### config.mk
export PLATFORM = sky130hd
export DESIGN_NAME = eemr_router
export DESIGN_NICKNAME = d
export VERILOG_FILES = /design/src/design/eemr_pkg.sv /design/src/design/eemr_refresh_watch.sv /design/src/design/eemr_router.sv
export SDC_FILE = /design/constraint.sdc
export NUM_CORES = 1
export LEC_CHECK = 0
export BUFFER_PORTS_ARGS = -buffer_cell sky130_fd_sc_hd__buf_2
export CAP_MARGIN = 20
export CORE_MARGIN = 1.5
export CORE_UTILIZATION = 40
export DETAILED_ROUTE_END_ITERATION = 16
export PLACE_DENSITY = 0.68
export REMOVE_ABC_BUFFERS = 1
export SYNTH_ARGS = -nofsm -noshare
export SYNTH_HDL_FRONTEND = slang
export SYNTH_HIERARCHICAL = 1
export SYNTH_SLANG_ARGS = --single-unit
### constraint.sdc
create_clock -name ref_clk -period 2.81 [get_ports ref_clk]
set_input_delay 0.562 -clock ref_clk [delete_from_list [all_inputs] [get_ports ref_clk]]
set_output_delay 0.562 -clock ref_clk [all_outputs]
set_load 0.1 [all_outputs]
### src/design/eemr_pkg.sv
// Package of constants and types for the error event message router.
// Contract
// - Enabled error flag sends system-error message on link.
// - Global command enable gates every system-error message.
// - Enable bit 11 reports thermal trip as system-error.
// - Enable bit 9 reports locked non-DRAM access.
// - Enable bit 8 reports refresh timeout.
// - Enable bit 1 reports multiple-bit ECC as system-error.
// - Enable bit 0 reports single-bit ECC as system-error.
// - Management bit 1 sends management message on multi-bit.
// - Management bit 0 sends management message on single-bit.
// - Control bit 1 sends control message on multi-bit.
// - Control bit 0 sends control message on single-bit.
// - Set thermal flag blocks further thermal messages.
// - Refresh timeout flag sets at 1024 queued refreshes.
// - Status flags sticky, write-one-clear, power-good reset.
`default_nettype none
package eemr_pkg;

  // ----------------------------------------------------------------
  // Configuration register offsets and masks
  // ----------------------------------------------------------------
  localparam logic [7:0] EEMR_OFF_STATUS = 8'hC8;
  localparam logic [7:0] EEMR_OFF_SERR_EN = 8'hCA;
  localparam logic [7:0] EEMR_OFF_MGMT_EN = 8'hCC;
  localparam logic [7:0] EEMR_OFF_CTRL_EN = 8'hCE;
  localparam logic [15:0] EEMR_RESET_VAL = 16'h0000;
  localparam logic [15:0] EEMR_SERR_MASK = 16'h0B03;
  localparam logic [15:0] EEMR_ECC_MASK = 16'h0003;
  localparam logic [15:0] EEMR_STATUS_MASK = 16'h0B03;

  // ----------------------------------------------------------------
  // Field positions within the status and enable registers
  // ----------------------------------------------------------------
  localparam int EEMR_BIT_THERMAL = 11;
  localparam int EEMR_BIT_LOCK = 9;
  localparam int EEMR_BIT_REFRESH = 8;
  localparam int EEMR_BIT_MULTI = 1;
  localparam int EEMR_BIT_SINGLE = 0;

  // ----------------------------------------------------------------
  // Refresh watchdog count
  // ----------------------------------------------------------------
  localparam int EEMR_REFRESH_W = 11;
  localparam logic [10:0] EEMR_REFRESH_LIMIT = 11'h0400;
  localparam logic [10:0] EEMR_REFRESH_ZERO = 11'h0000;
  localparam logic [10:0] EEMR_REFRESH_ONE = 11'h0001;

  // ----------------------------------------------------------------
  // Message kinds sent over the chipset link
  // ----------------------------------------------------------------
  typedef enum logic [2:0] {
    EEMR_MSG_SERR = 3'b001,
    EEMR_MSG_MGMT = 3'b010,
    EEMR_MSG_CTRL = 3'b100
  } eemr_kind_t;

  typedef struct packed {
    logic valid;
    eemr_kind_t kind;
  } eemr_msg_t;

  // Raw error events from the memory controller side.
  typedef struct packed {
    logic thermal_trip;
    logic nondram_lock;
    logic multibit_ecc;
    logic singlebit_ecc;
  } eemr_event_t;

endpackage
`default_nettype wire

### src/design/eemr_refresh_watch.sv
// Refresh timeout watchdog counting queued but unissued refreshes.
`timescale 1ns/1ps
`default_nettype none
module eemr_refresh_watch
  import eemr_pkg::*;
(
  input wire logic clk,
  input wire logic rst_n,
  input wire logic refresh_queued,
  input wire logic refresh_issued,
  output logic timeout_q
);

  logic [EEMR_REFRESH_W-1:0] count_q;
  logic [EEMR_REFRESH_W-1:0] count_d;

  // Net backlog; saturates so a stuck controller cannot wrap back to zero.
  always_comb begin
    count_d = count_q;
    if (refresh_queued && !refresh_issued && count_q != EEMR_REFRESH_LIMIT) begin
      count_d = count_q + EEMR_REFRESH_ONE;
    end else if (refresh_issued && !refresh_queued && count_q != EEMR_REFRESH_ZERO) begin
      count_d = count_q - EEMR_REFRESH_ONE;
    end
  end

  // Backlog register and timeout level.
  always_ff @(posedge clk or negedge rst_n) begin
    if (!rst_n) begin
      count_q <= EEMR_REFRESH_ZERO;
      timeout_q <= 1'b0;
    end else begin
      count_q <= count_d;
      timeout_q <= (count_d == EEMR_REFRESH_LIMIT);
    end
  end

  a_refresh_limit: assert property (@(posedge clk) disable iff (!rst_n)
    (count_q == EEMR_REFRESH_LIMIT) |-> timeout_q)
    else $error("Refresh timeout not raised at backlog limit.");

endmodule
`default_nettype wire

### src/design/eemr_router.sv
// Error event message router: enable registers, sticky flags, link queue.
`timescale 1ns/1ps
`default_nettype none
module eemr_router
  import eemr_pkg::*;
(
  input wire logic ref_clk,
  input wire logic rst_n,
  input wire logic cfg_wr,
  input wire logic cfg_rd,
  input wire logic [7:0] cfg_addr,
  input wire logic [1:0] cfg_be,
  input wire logic [15:0] cfg_wdata,
  output logic [15:0] cfg_rdata_q,
  output logic cfg_rvalid_q,
  input wire logic serr_global_en,
  input wire eemr_event_t err_event,
  input wire logic refresh_queued,
  input wire logic refresh_issued,
  output eemr_msg_t link_msg_q,
  input wire logic link_ready
);

  // ----------------------------------------------------------------
  // Reset release
  // ----------------------------------------------------------------
  logic rst_meta_q;
  logic rst_sync_n;

  // Assertion is immediate, release waits two edges to avoid metastability.
  always_ff @(posedge ref_clk or negedge rst_n) begin
    if (!rst_n) begin
      rst_meta_q <= 1'b0;
      rst_sync_n <= 1'b0;
    end else begin
      rst_meta_q <= 1'b1;
      rst_sync_n <= rst_meta_q;
    end
  end

  // ----------------------------------------------------------------
  // Configuration access
  // ----------------------------------------------------------------
  function automatic logic reg_hit(input logic [7:0] addr, input logic [7:0] off);
    reg_hit = (addr[7:1] == off[7:1]);
  endfunction

  function automatic logic [15:0] lane_mask(input logic [1:0] be);
    lane_mask = {{8{be[1]}}, {8{be[0]}}};
  endfunction

  logic [15:0] serr_en_q;
  logic [15:0] mgmt_en_q;
  logic [15:0] ctrl_en_q;
  logic [15:0] flags_q;
  logic [15:0] flags_set;
  logic [15:0] flags_clr;
  logic [15:0] wmask;
  logic refresh_timeout;

  assign wmask = lane_mask(cfg_be) & cfg_wdata;

  // Enable registers; reserved bits never store, so they read as zero.
  always_ff @(posedge ref_clk or negedge rst_sync_n) begin
    if (!rst_sync_n) begin
      serr_en_q <= EEMR_RESET_VAL;
      mgmt_en_q <= EEMR_RESET_VAL;
      ctrl_en_q <= EEMR_RESET_VAL;
    end else if (cfg_wr) begin
      if (reg_hit(cfg_addr, EEMR_OFF_SERR_EN)) begin
        serr_en_q <= (serr_en_q & ~lane_mask(cfg_be))
                     | (cfg_wdata & lane_mask(cfg_be) & EEMR_SERR_MASK);
      end
      if (reg_hit(cfg_addr, EEMR_OFF_MGMT_EN)) begin
        mgmt_en_q <= (mgmt_en_q & ~lane_mask(cfg_be))
                     | (cfg_wdata & lane_mask(cfg_be) & EEMR_ECC_MASK);
      end
      if (reg_hit(cfg_addr, EEMR_OFF_CTRL_EN)) begin
        ctrl_en_q <= (ctrl_en_q & ~lane_mask(cfg_be))
                     | (cfg_wdata & lane_mask(cfg_be) & EEMR_ECC_MASK);
      end
    end
  end

  // Read data is registered; unmapped offsets answer zero.
  always_ff @(posedge ref_clk or negedge rst_sync_n) begin
    if (!rst_sync_n) begin
      cfg_rdata_q <= EEMR_RESET_VAL;
      cfg_rvalid_q <= 1'b0;
    end else begin
      cfg_rvalid_q <= cfg_rd;
      if (!cfg_rd) begin
        cfg_rdata_q <= EEMR_RESET_VAL;
      end else if (reg_hit(cfg_addr, EEMR_OFF_STATUS)) begin
        cfg_rdata_q <= flags_q;
      end else if (reg_hit(cfg_addr, EEMR_OFF_SERR_EN)) begin
        cfg_rdata_q <= serr_en_q;
      end else if (reg_hit(cfg_addr, EEMR_OFF_MGMT_EN)) begin
        cfg_rdata_q <= mgmt_en_q;
      end else if (reg_hit(cfg_addr, EEMR_OFF_CTRL_EN)) begin
        cfg_rdata_q <= ctrl_en_q;
      end else begin
        cfg_rdata_q <= EEMR_RESET_VAL;
      end
    end
  end

  // ----------------------------------------------------------------
  // Sticky error status flags
  // ----------------------------------------------------------------
  eemr_refresh_watch u_refresh (
    .clk(ref_clk),
    .rst_n(rst_sync_n),
    .refresh_queued(refresh_queued),
    .refresh_issued(refresh_issued),
    .timeout_q(refresh_timeout)
  );

  // Event inputs come from same-clock memory controller logic.
  always_comb begin
    flags_set = EEMR_RESET_VAL;
    flags_set[EEMR_BIT_THERMAL] = err_event.thermal_trip;
    flags_set[EEMR_BIT_LOCK] = err_event.nondram_lock;
    flags_set[EEMR_BIT_REFRESH] = refresh_timeout;
    flags_set[EEMR_BIT_MULTI] = err_event.multibit_ecc;
    flags_set[EEMR_BIT_SINGLE] = err_event.singlebit_ecc;
  end

  assign flags_clr = (cfg_wr && reg_hit(cfg_addr, EEMR_OFF_STATUS)) ? wmask : EEMR_RESET_VAL;

  // A new event in the clearing cycle wins, so no error is ever lost.
  always_ff @(posedge ref_clk or negedge rst_sync_n) begin
    if (!rst_sync_n) begin
      flags_q <= EEMR_RESET_VAL;
    end else begin
      flags_q <= ((flags_q & ~flags_clr) | flags_set) & EEMR_STATUS_MASK;
    end
  end

  // ----------------------------------------------------------------
  // Qualification and message queue
  // ----------------------------------------------------------------
  logic serr_qual;
  logic mgmt_qual;
  logic ctrl_qual;
  logic serr_prev_q;
  logic mgmt_prev_q;
  logic ctrl_prev_q;
  logic serr_rise;
  logic mgmt_rise;
  logic ctrl_rise;
  logic serr_pend_q;
  logic mgmt_pend_q;
  logic ctrl_pend_q;
  logic take;

  // A thermal flag left set keeps the qualifier high, so no new edge.
  assign serr_qual = |(flags_q & serr_en_q)
                     && serr_global_en;
  assign mgmt_qual = |(flags_q & mgmt_en_q);
  assign ctrl_qual = |(flags_q & ctrl_en_q);
  assign serr_rise = serr_qual && !serr_prev_q;
  assign mgmt_rise = mgmt_qual && !mgmt_prev_q;
  assign ctrl_rise = ctrl_qual && !ctrl_prev_q;
  assign take = !link_msg_q.valid || link_ready;

  // Edge history and pending bits; a rise beats the load that clears.
  // Repeated rises of one kind while it waits merge into one message.
  always_ff @(posedge ref_clk or negedge rst_sync_n) begin
    if (!rst_sync_n) begin
      serr_prev_q <= 1'b0;
      mgmt_prev_q <= 1'b0;
      ctrl_prev_q <= 1'b0;
      serr_pend_q <= 1'b0;
      mgmt_pend_q <= 1'b0;
      ctrl_pend_q <= 1'b0;
    end else begin
      serr_prev_q <= serr_qual;
      mgmt_prev_q <= mgmt_qual;
      ctrl_prev_q <= ctrl_qual;
      serr_pend_q <= serr_rise || (serr_pend_q && !take);
      mgmt_pend_q <= mgmt_rise || (mgmt_pend_q && !(take && !serr_pend_q));
      ctrl_pend_q <= ctrl_rise || (ctrl_pend_q && !(take && !serr_pend_q && !mgmt_pend_q));
    end
  end

  // Link output holds until accepted; system errors go first.
  always_ff @(posedge ref_clk or negedge rst_sync_n) begin
    if (!rst_sync_n) begin
      link_msg_q.valid <= 1'b0;
      link_msg_q.kind <= EEMR_MSG_SERR;
    end else if (take) begin
      link_msg_q.valid <= serr_pend_q || mgmt_pend_q || ctrl_pend_q;
      if (serr_pend_q) begin
        link_msg_q.kind <= EEMR_MSG_SERR;
      end else if (mgmt_pend_q) begin
        link_msg_q.kind <= EEMR_MSG_MGMT;
      end else if (ctrl_pend_q) begin
        link_msg_q.kind <= EEMR_MSG_CTRL;
      end
    end
  end

  // ----------------------------------------------------------------
  // Checks
  // ----------------------------------------------------------------
  a_link_hold: assert property (@(posedge ref_clk) disable iff (!rst_sync_n)
    (link_msg_q.valid && !link_ready) |=> (link_msg_q.valid && $stable(link_msg_q.kind)))
    else $error("Link message dropped before acceptance.");

  a_serr_gate: assert property (@(posedge ref_clk) disable iff (!rst_sync_n)
    $rose(serr_pend_q) |-> $past(serr_global_en))
    else $error("System-error queued while globally disabled.");

  a_thermal_msg: assert property (@(posedge ref_clk) disable iff (!rst_sync_n)
    ($rose(flags_q[EEMR_BIT_THERMAL]) && serr_en_q[EEMR_BIT_THERMAL] && serr_global_en
     && !serr_prev_q) |=> serr_pend_q)
    else $error("Thermal trip did not queue a system-error.");

  a_lock_msg: assert property (@(posedge ref_clk) disable iff (!rst_sync_n)
    ($rose(flags_q[EEMR_BIT_LOCK]) && serr_en_q[EEMR_BIT_LOCK] && serr_global_en
     && !serr_prev_q) |=> serr_pend_q)
    else $error("Locked access did not queue a system-error.");

  a_multi_mgmt: assert property (@(posedge ref_clk) disable iff (!rst_sync_n)
    ($rose(flags_q[EEMR_BIT_MULTI]) && mgmt_en_q[EEMR_BIT_MULTI] && !mgmt_prev_q)
    |=> mgmt_pend_q ##[0:3] (link_msg_q.valid && link_msg_q.kind == EEMR_MSG_MGMT)
    or ##[1:40] (link_msg_q.valid && link_msg_q.kind == EEMR_MSG_MGMT))
    else $error("Multi-bit error did not reach management message.");

  a_single_ctrl: assert property (@(posedge ref_clk) disable iff (!rst_sync_n)
    ($rose(flags_q[EEMR_BIT_SINGLE]) && ctrl_en_q[EEMR_BIT_SINGLE] && !ctrl_prev_q)
    |=> ctrl_pend_q)
    else $error("Single-bit error did not queue a control message.");

  a_flag_sticky: assert property (@(posedge ref_clk) disable iff (!rst_sync_n)
    (flags_q[EEMR_BIT_SINGLE] && !flags_clr[EEMR_BIT_SINGLE]) |=> flags_q[EEMR_BIT_SINGLE])
    else $error("Status flag cleared without a write of one.");

  a_no_repeat: assert property (@(posedge ref_clk) disable iff (!rst_sync_n)
    (serr_qual && serr_prev_q && !serr_pend_q && !link_msg_q.valid) |=> !serr_pend_q)
    else $error("System-error repeated while its flag stayed set.");

  a_refresh_flag: assert property (@(posedge ref_clk) disable iff (!rst_sync_n)
    refresh_timeout |=> flags_q[EEMR_BIT_REFRESH])
    else $error("Refresh timeout did not set its status flag.");

endmodule
`default_nettype wire

==> reports/summary.md <==
* **cell-by-cell listing of the critical path** inv_1, ha_1, or3b_1, a211oi_2, nor2_2, xnor2_1, or4_1, nor4_2
* **wire length of the first global-routing pass** 13500 um
* **kind of cell with the highest combined delay on the critical path** simple AND/OR/NAND/NOR gates
* **capture point of the worst reg-to-reg path** u_refresh/timeout_q
* **Final min period** 2550 ps
* **syn_area_per_cell** 12.6 um^2
* **clock-pin slew on the worst setup and hold paths** 110 ps
* **Tightest Pin Transition** 717 ps
* **post-route cell area** 4750 um^2
* **highest-count cells in the layout ignoring fill and taps** dfrtp_1, buf_2, nor2b_1
* **portion of synthesized cell area occupied by the leading cell type** 0.557
* **H-Tree Depth** 3
* **buffers inserted during post-CTS setup optimization** 0
* **total I/O pin count** 59
* **Crit path buffers/inverters** 1
* **Worst IR Drop VDD** 0.000776 V
* **logic depth of the worst setup path including buffers** 8
* **starting utilization of the core area** 0.408
* **fin nets** 422
* **Hold Path Class** in -> reg
* **startpoint type of the worst setup path** flip-flop
* **cell row count** 37
* **Power per Cell Area** 687 nW/um^2
* **Crit. Startpoint** u_refresh/count_q[0]
* **Crit. End Element** flip-flop
* **share of power burned in the clock network** 0.257
* **Num Clock Sinks** 94
* **final hold vios** 0
* **post-detailed-route DRC marker count** 0
* **Register-to-Register Path Depth** 8
* **final cycle utilization of the critical path** 0.907
* **average routed wire per standard cell** 15.3 um
* **half-perimeter wire length after detailed placement** 5450 um
* **overflow left after global routing** 0
* **reg-to-reg slack, setup** 260 ps
* **arrival time of data at the critical path endpoint** 2800 ps
* **switching share of power** 0.364
* **drt total wl** 8020 um
* **HP Start** cfg_rd
* **combinational group share of total power** 0.232
* **most common flop cell mapped by yosys** dfrtp_1
* **dominant cells by area after synthesis** dfrtp_1, nor2b_1, mux2_2, a22oi_1, mux4_2
* **post-synth cell types** 62
* **growth of design area from synthesis to finish** 13.7%
* **kind of critical path** reg -> reg
* **area enclosed by the die boundary** 11100 um^2
* **critical path required time** 3060 ps
* **f_max** 0.393 GHz
* **buffers added on ports** 46
* **share of synthesized flip-flops with an asynchronous set or reset** 1.00
* **proportion of layout cells with a drive suffix above 1** 0.292
* **antenna viol nets, final** 0
* **end point of the critical path** u_refresh/timeout_q
* **count of yosys warnings during synthesis** 6
* **root cell of the clock tree** clkbuf_8
* **unrepaired setup endpoints after global routing** false
* **die span in x** 105 um
* **worst stage delay on the critical path** 540 ps
* **vertical extent of the die** 105 um
* **result of the run** finished clean
* **post-synth design cell area** 4180 um^2
* **DRC violation total after the first TritonRoute iteration** 187
* **Core Footprint** 10200 um^2
* **overall power after layout** 3.26 mW
* **CTS buffer count** 9
* **total placed instance area** 4550 um^2
* **overall via count from detail_route** 2730
* **number of slew-limit violations in the final report** 0
* **Vias per Instance** 5.22
* **fraction of power consumed by sequential logic** 0.511
* **maximum fanout along the worst path** 8
* **last weighted congestion value of the routability-driven placer** 0.864
* **synthesized instance count** 331
* **Detailed Routing Iterations Pass 1** 5
* **TritonCTS clock tree** built
* **Worst Clk Skew** 13.1 ps
* **number of global-route vias before repair** 2713
* **Pleak** 2.28 nW
* **slew margin rel.** 0.521
* **max-cap viol count** 0
* **P_sw** 1.19 mW
* **master of the slowest instance on the critical path** or4_1
* **clock network latency to the later pin of the worst-skew pair** 360 ps
* **commonest non-fill, non-tap cell in the layout** dfrtp_1
* **cell type with the largest total area after synthesis** dfrtp_1
* **number of diodes** 0
* **number of buffers between clock root and the deepest sink** 2
* **internal cell power** 2.08 mW
* **pin count of the biggest net entering global routing** 93
* **launch point of the worst reg-to-reg path** u_refresh/count_q[0]
* **final setup violating endpoints** 0
* **number of flops mapped to enable cells by yosys** 0
* **number of flip-flops and latches in the synthesized netlist** 94
* **number of antenna violations at the first check in global routing** 0
* **total global-route track usage** 0.154
* **proportion of synthesized chip area in sequential cells** 0.563
-- through the flow --
stage | std cells | hold WS, ps | TNS [ps] | util | setup slack [ps]
after floorplan | 320 | 266 | -41.3 | - | -0.454
after global placement | 506 | 337 | 0 | 0.445 | 303
after detailed placement | 506 | 335 | 0 | 0.445 | 300
after CTS | 523 | 290 | 0 | 0.464 | 268
after global routing | 523 | 288 | 0 | 0.464 | 124
final | 523 | 311 | 0 | 0.464 | 263
-- per-layer routing --
layer / part of all wire / vias up / track usage
met5: 0 / - / 0
met4: 0.022 / 0 / 0.0734
met3: 0.038 / 15 / 0.0340
met2: 0.47 / 65 / 0.231
met1: 0.47 / 1364 / 0.213
li1: - / 1286 / -
-- flip-flops by register name (all words and copies together), names as in the netlist, named ones only --
register and flops:
serr_en_q 11, serr_pend_q 1, rst_meta_q 1, cfg_rvalid_q 1, mgmt_prev_q 1, mgmt_pend_q 1, cfg_rdata_q 16, u_refresh/count_q 11
u_refresh/timeout_q 1, ctrl_prev_q 1, ctrl_en_q 14, rst_sync_n 1, serr_prev_q 1, link_msg_q 4, ctrl_pend_q 1, mgmt_en_q 14
flags_q 5
-- timing repair --
item                      CTS  global route
resized for setup           0             0
hold endpoints to repair    2             0
hold buffers                1             0
-- synthesized netlist by cell type, types with 2 or more instances --
library cell and number:
and4b_1 2, buf_6 2, nor2b_1 42, and2_1 2
mux4_2 5, and3b_1 2, nor4b_4 2, nand2b_1 2
and3_1 7, a222oi_1 3, nand4_1 6, or3_1 2
buf_4 3, nor3_2 3, or4_1 3, nand3_1 3
clkbuf_1 2, nand2_1 10, dfrtp_1 93, a22oi_1 15
a21oi_1 4, buf_2 4, a21o_1 5, nor2_1 25
xnor2_1 7, nor3_1 2, nand3b_1 5, inv_1 7
and2b_1 5, ha_1 2, o21ai_0 5, nor3b_1 2
mux2_2 20
-- power groups by stage --
stage	combinational [mW]	clock, mW	sequential (mW)
after floorplan	0.375	0	1.88
after global placement	0.747	0	1.68
after detailed placement	0.756	0	1.69
after CTS	0.759	0.869	1.66
after global routing	0.823	0.928	1.69
final	0.757	0.838	1.67
-- worst reg2reg max path, stage by stage, from the launching register on --
cell and delay [ps]:
dfrtp_1 470, inv_1 110, ha_1 180, or3b_1 400
a211oi_2 280, nor2_2 80, xnor2_1 140, or4_1 540
nor4_2 270
-- cells by family after synthesis --
| family | Yosys count | share of synthesized area |
|---|---|---|
| compound gates | 43 | 0.0817 |
| xor+xnor | 8 | 0.0186 |
| fa+ha+maj | 2 | 0.00599 |
| buf+inv | 18 | 0.0237 |
| flops | 94 | 0.563 |
| mux | 26 | 0.0832 |
| other cells | 1 | 0.000897 |
| simple gates | 139 | 0.223 |
-- how the worst min path moves through the flow --
stage                     slack [ps]  cells after the start           end
after floorplan                  270                      0    rst_meta_q
after global placement           340                      0    rst_sync_n
after detailed placement         330                      0    rst_sync_n
after CTS                        290                      1  cfg_rvalid_q
after global routing             290                      1  cfg_rvalid_q
final                            310                      1  cfg_rvalid_q
-- layout make-up --
type                            count  area (um^2)
Clock inverter                      7         62.6
Multi-Input combinational cell    219         1730
Fill cell                         931         5480
Timing Repair Buffer               51          283
Tap cell                          136          170
Clock buffer                        9          124
Inverter                            7         26.3
Sequential cell                    94         2360
(Power assumes the default switching activity.)
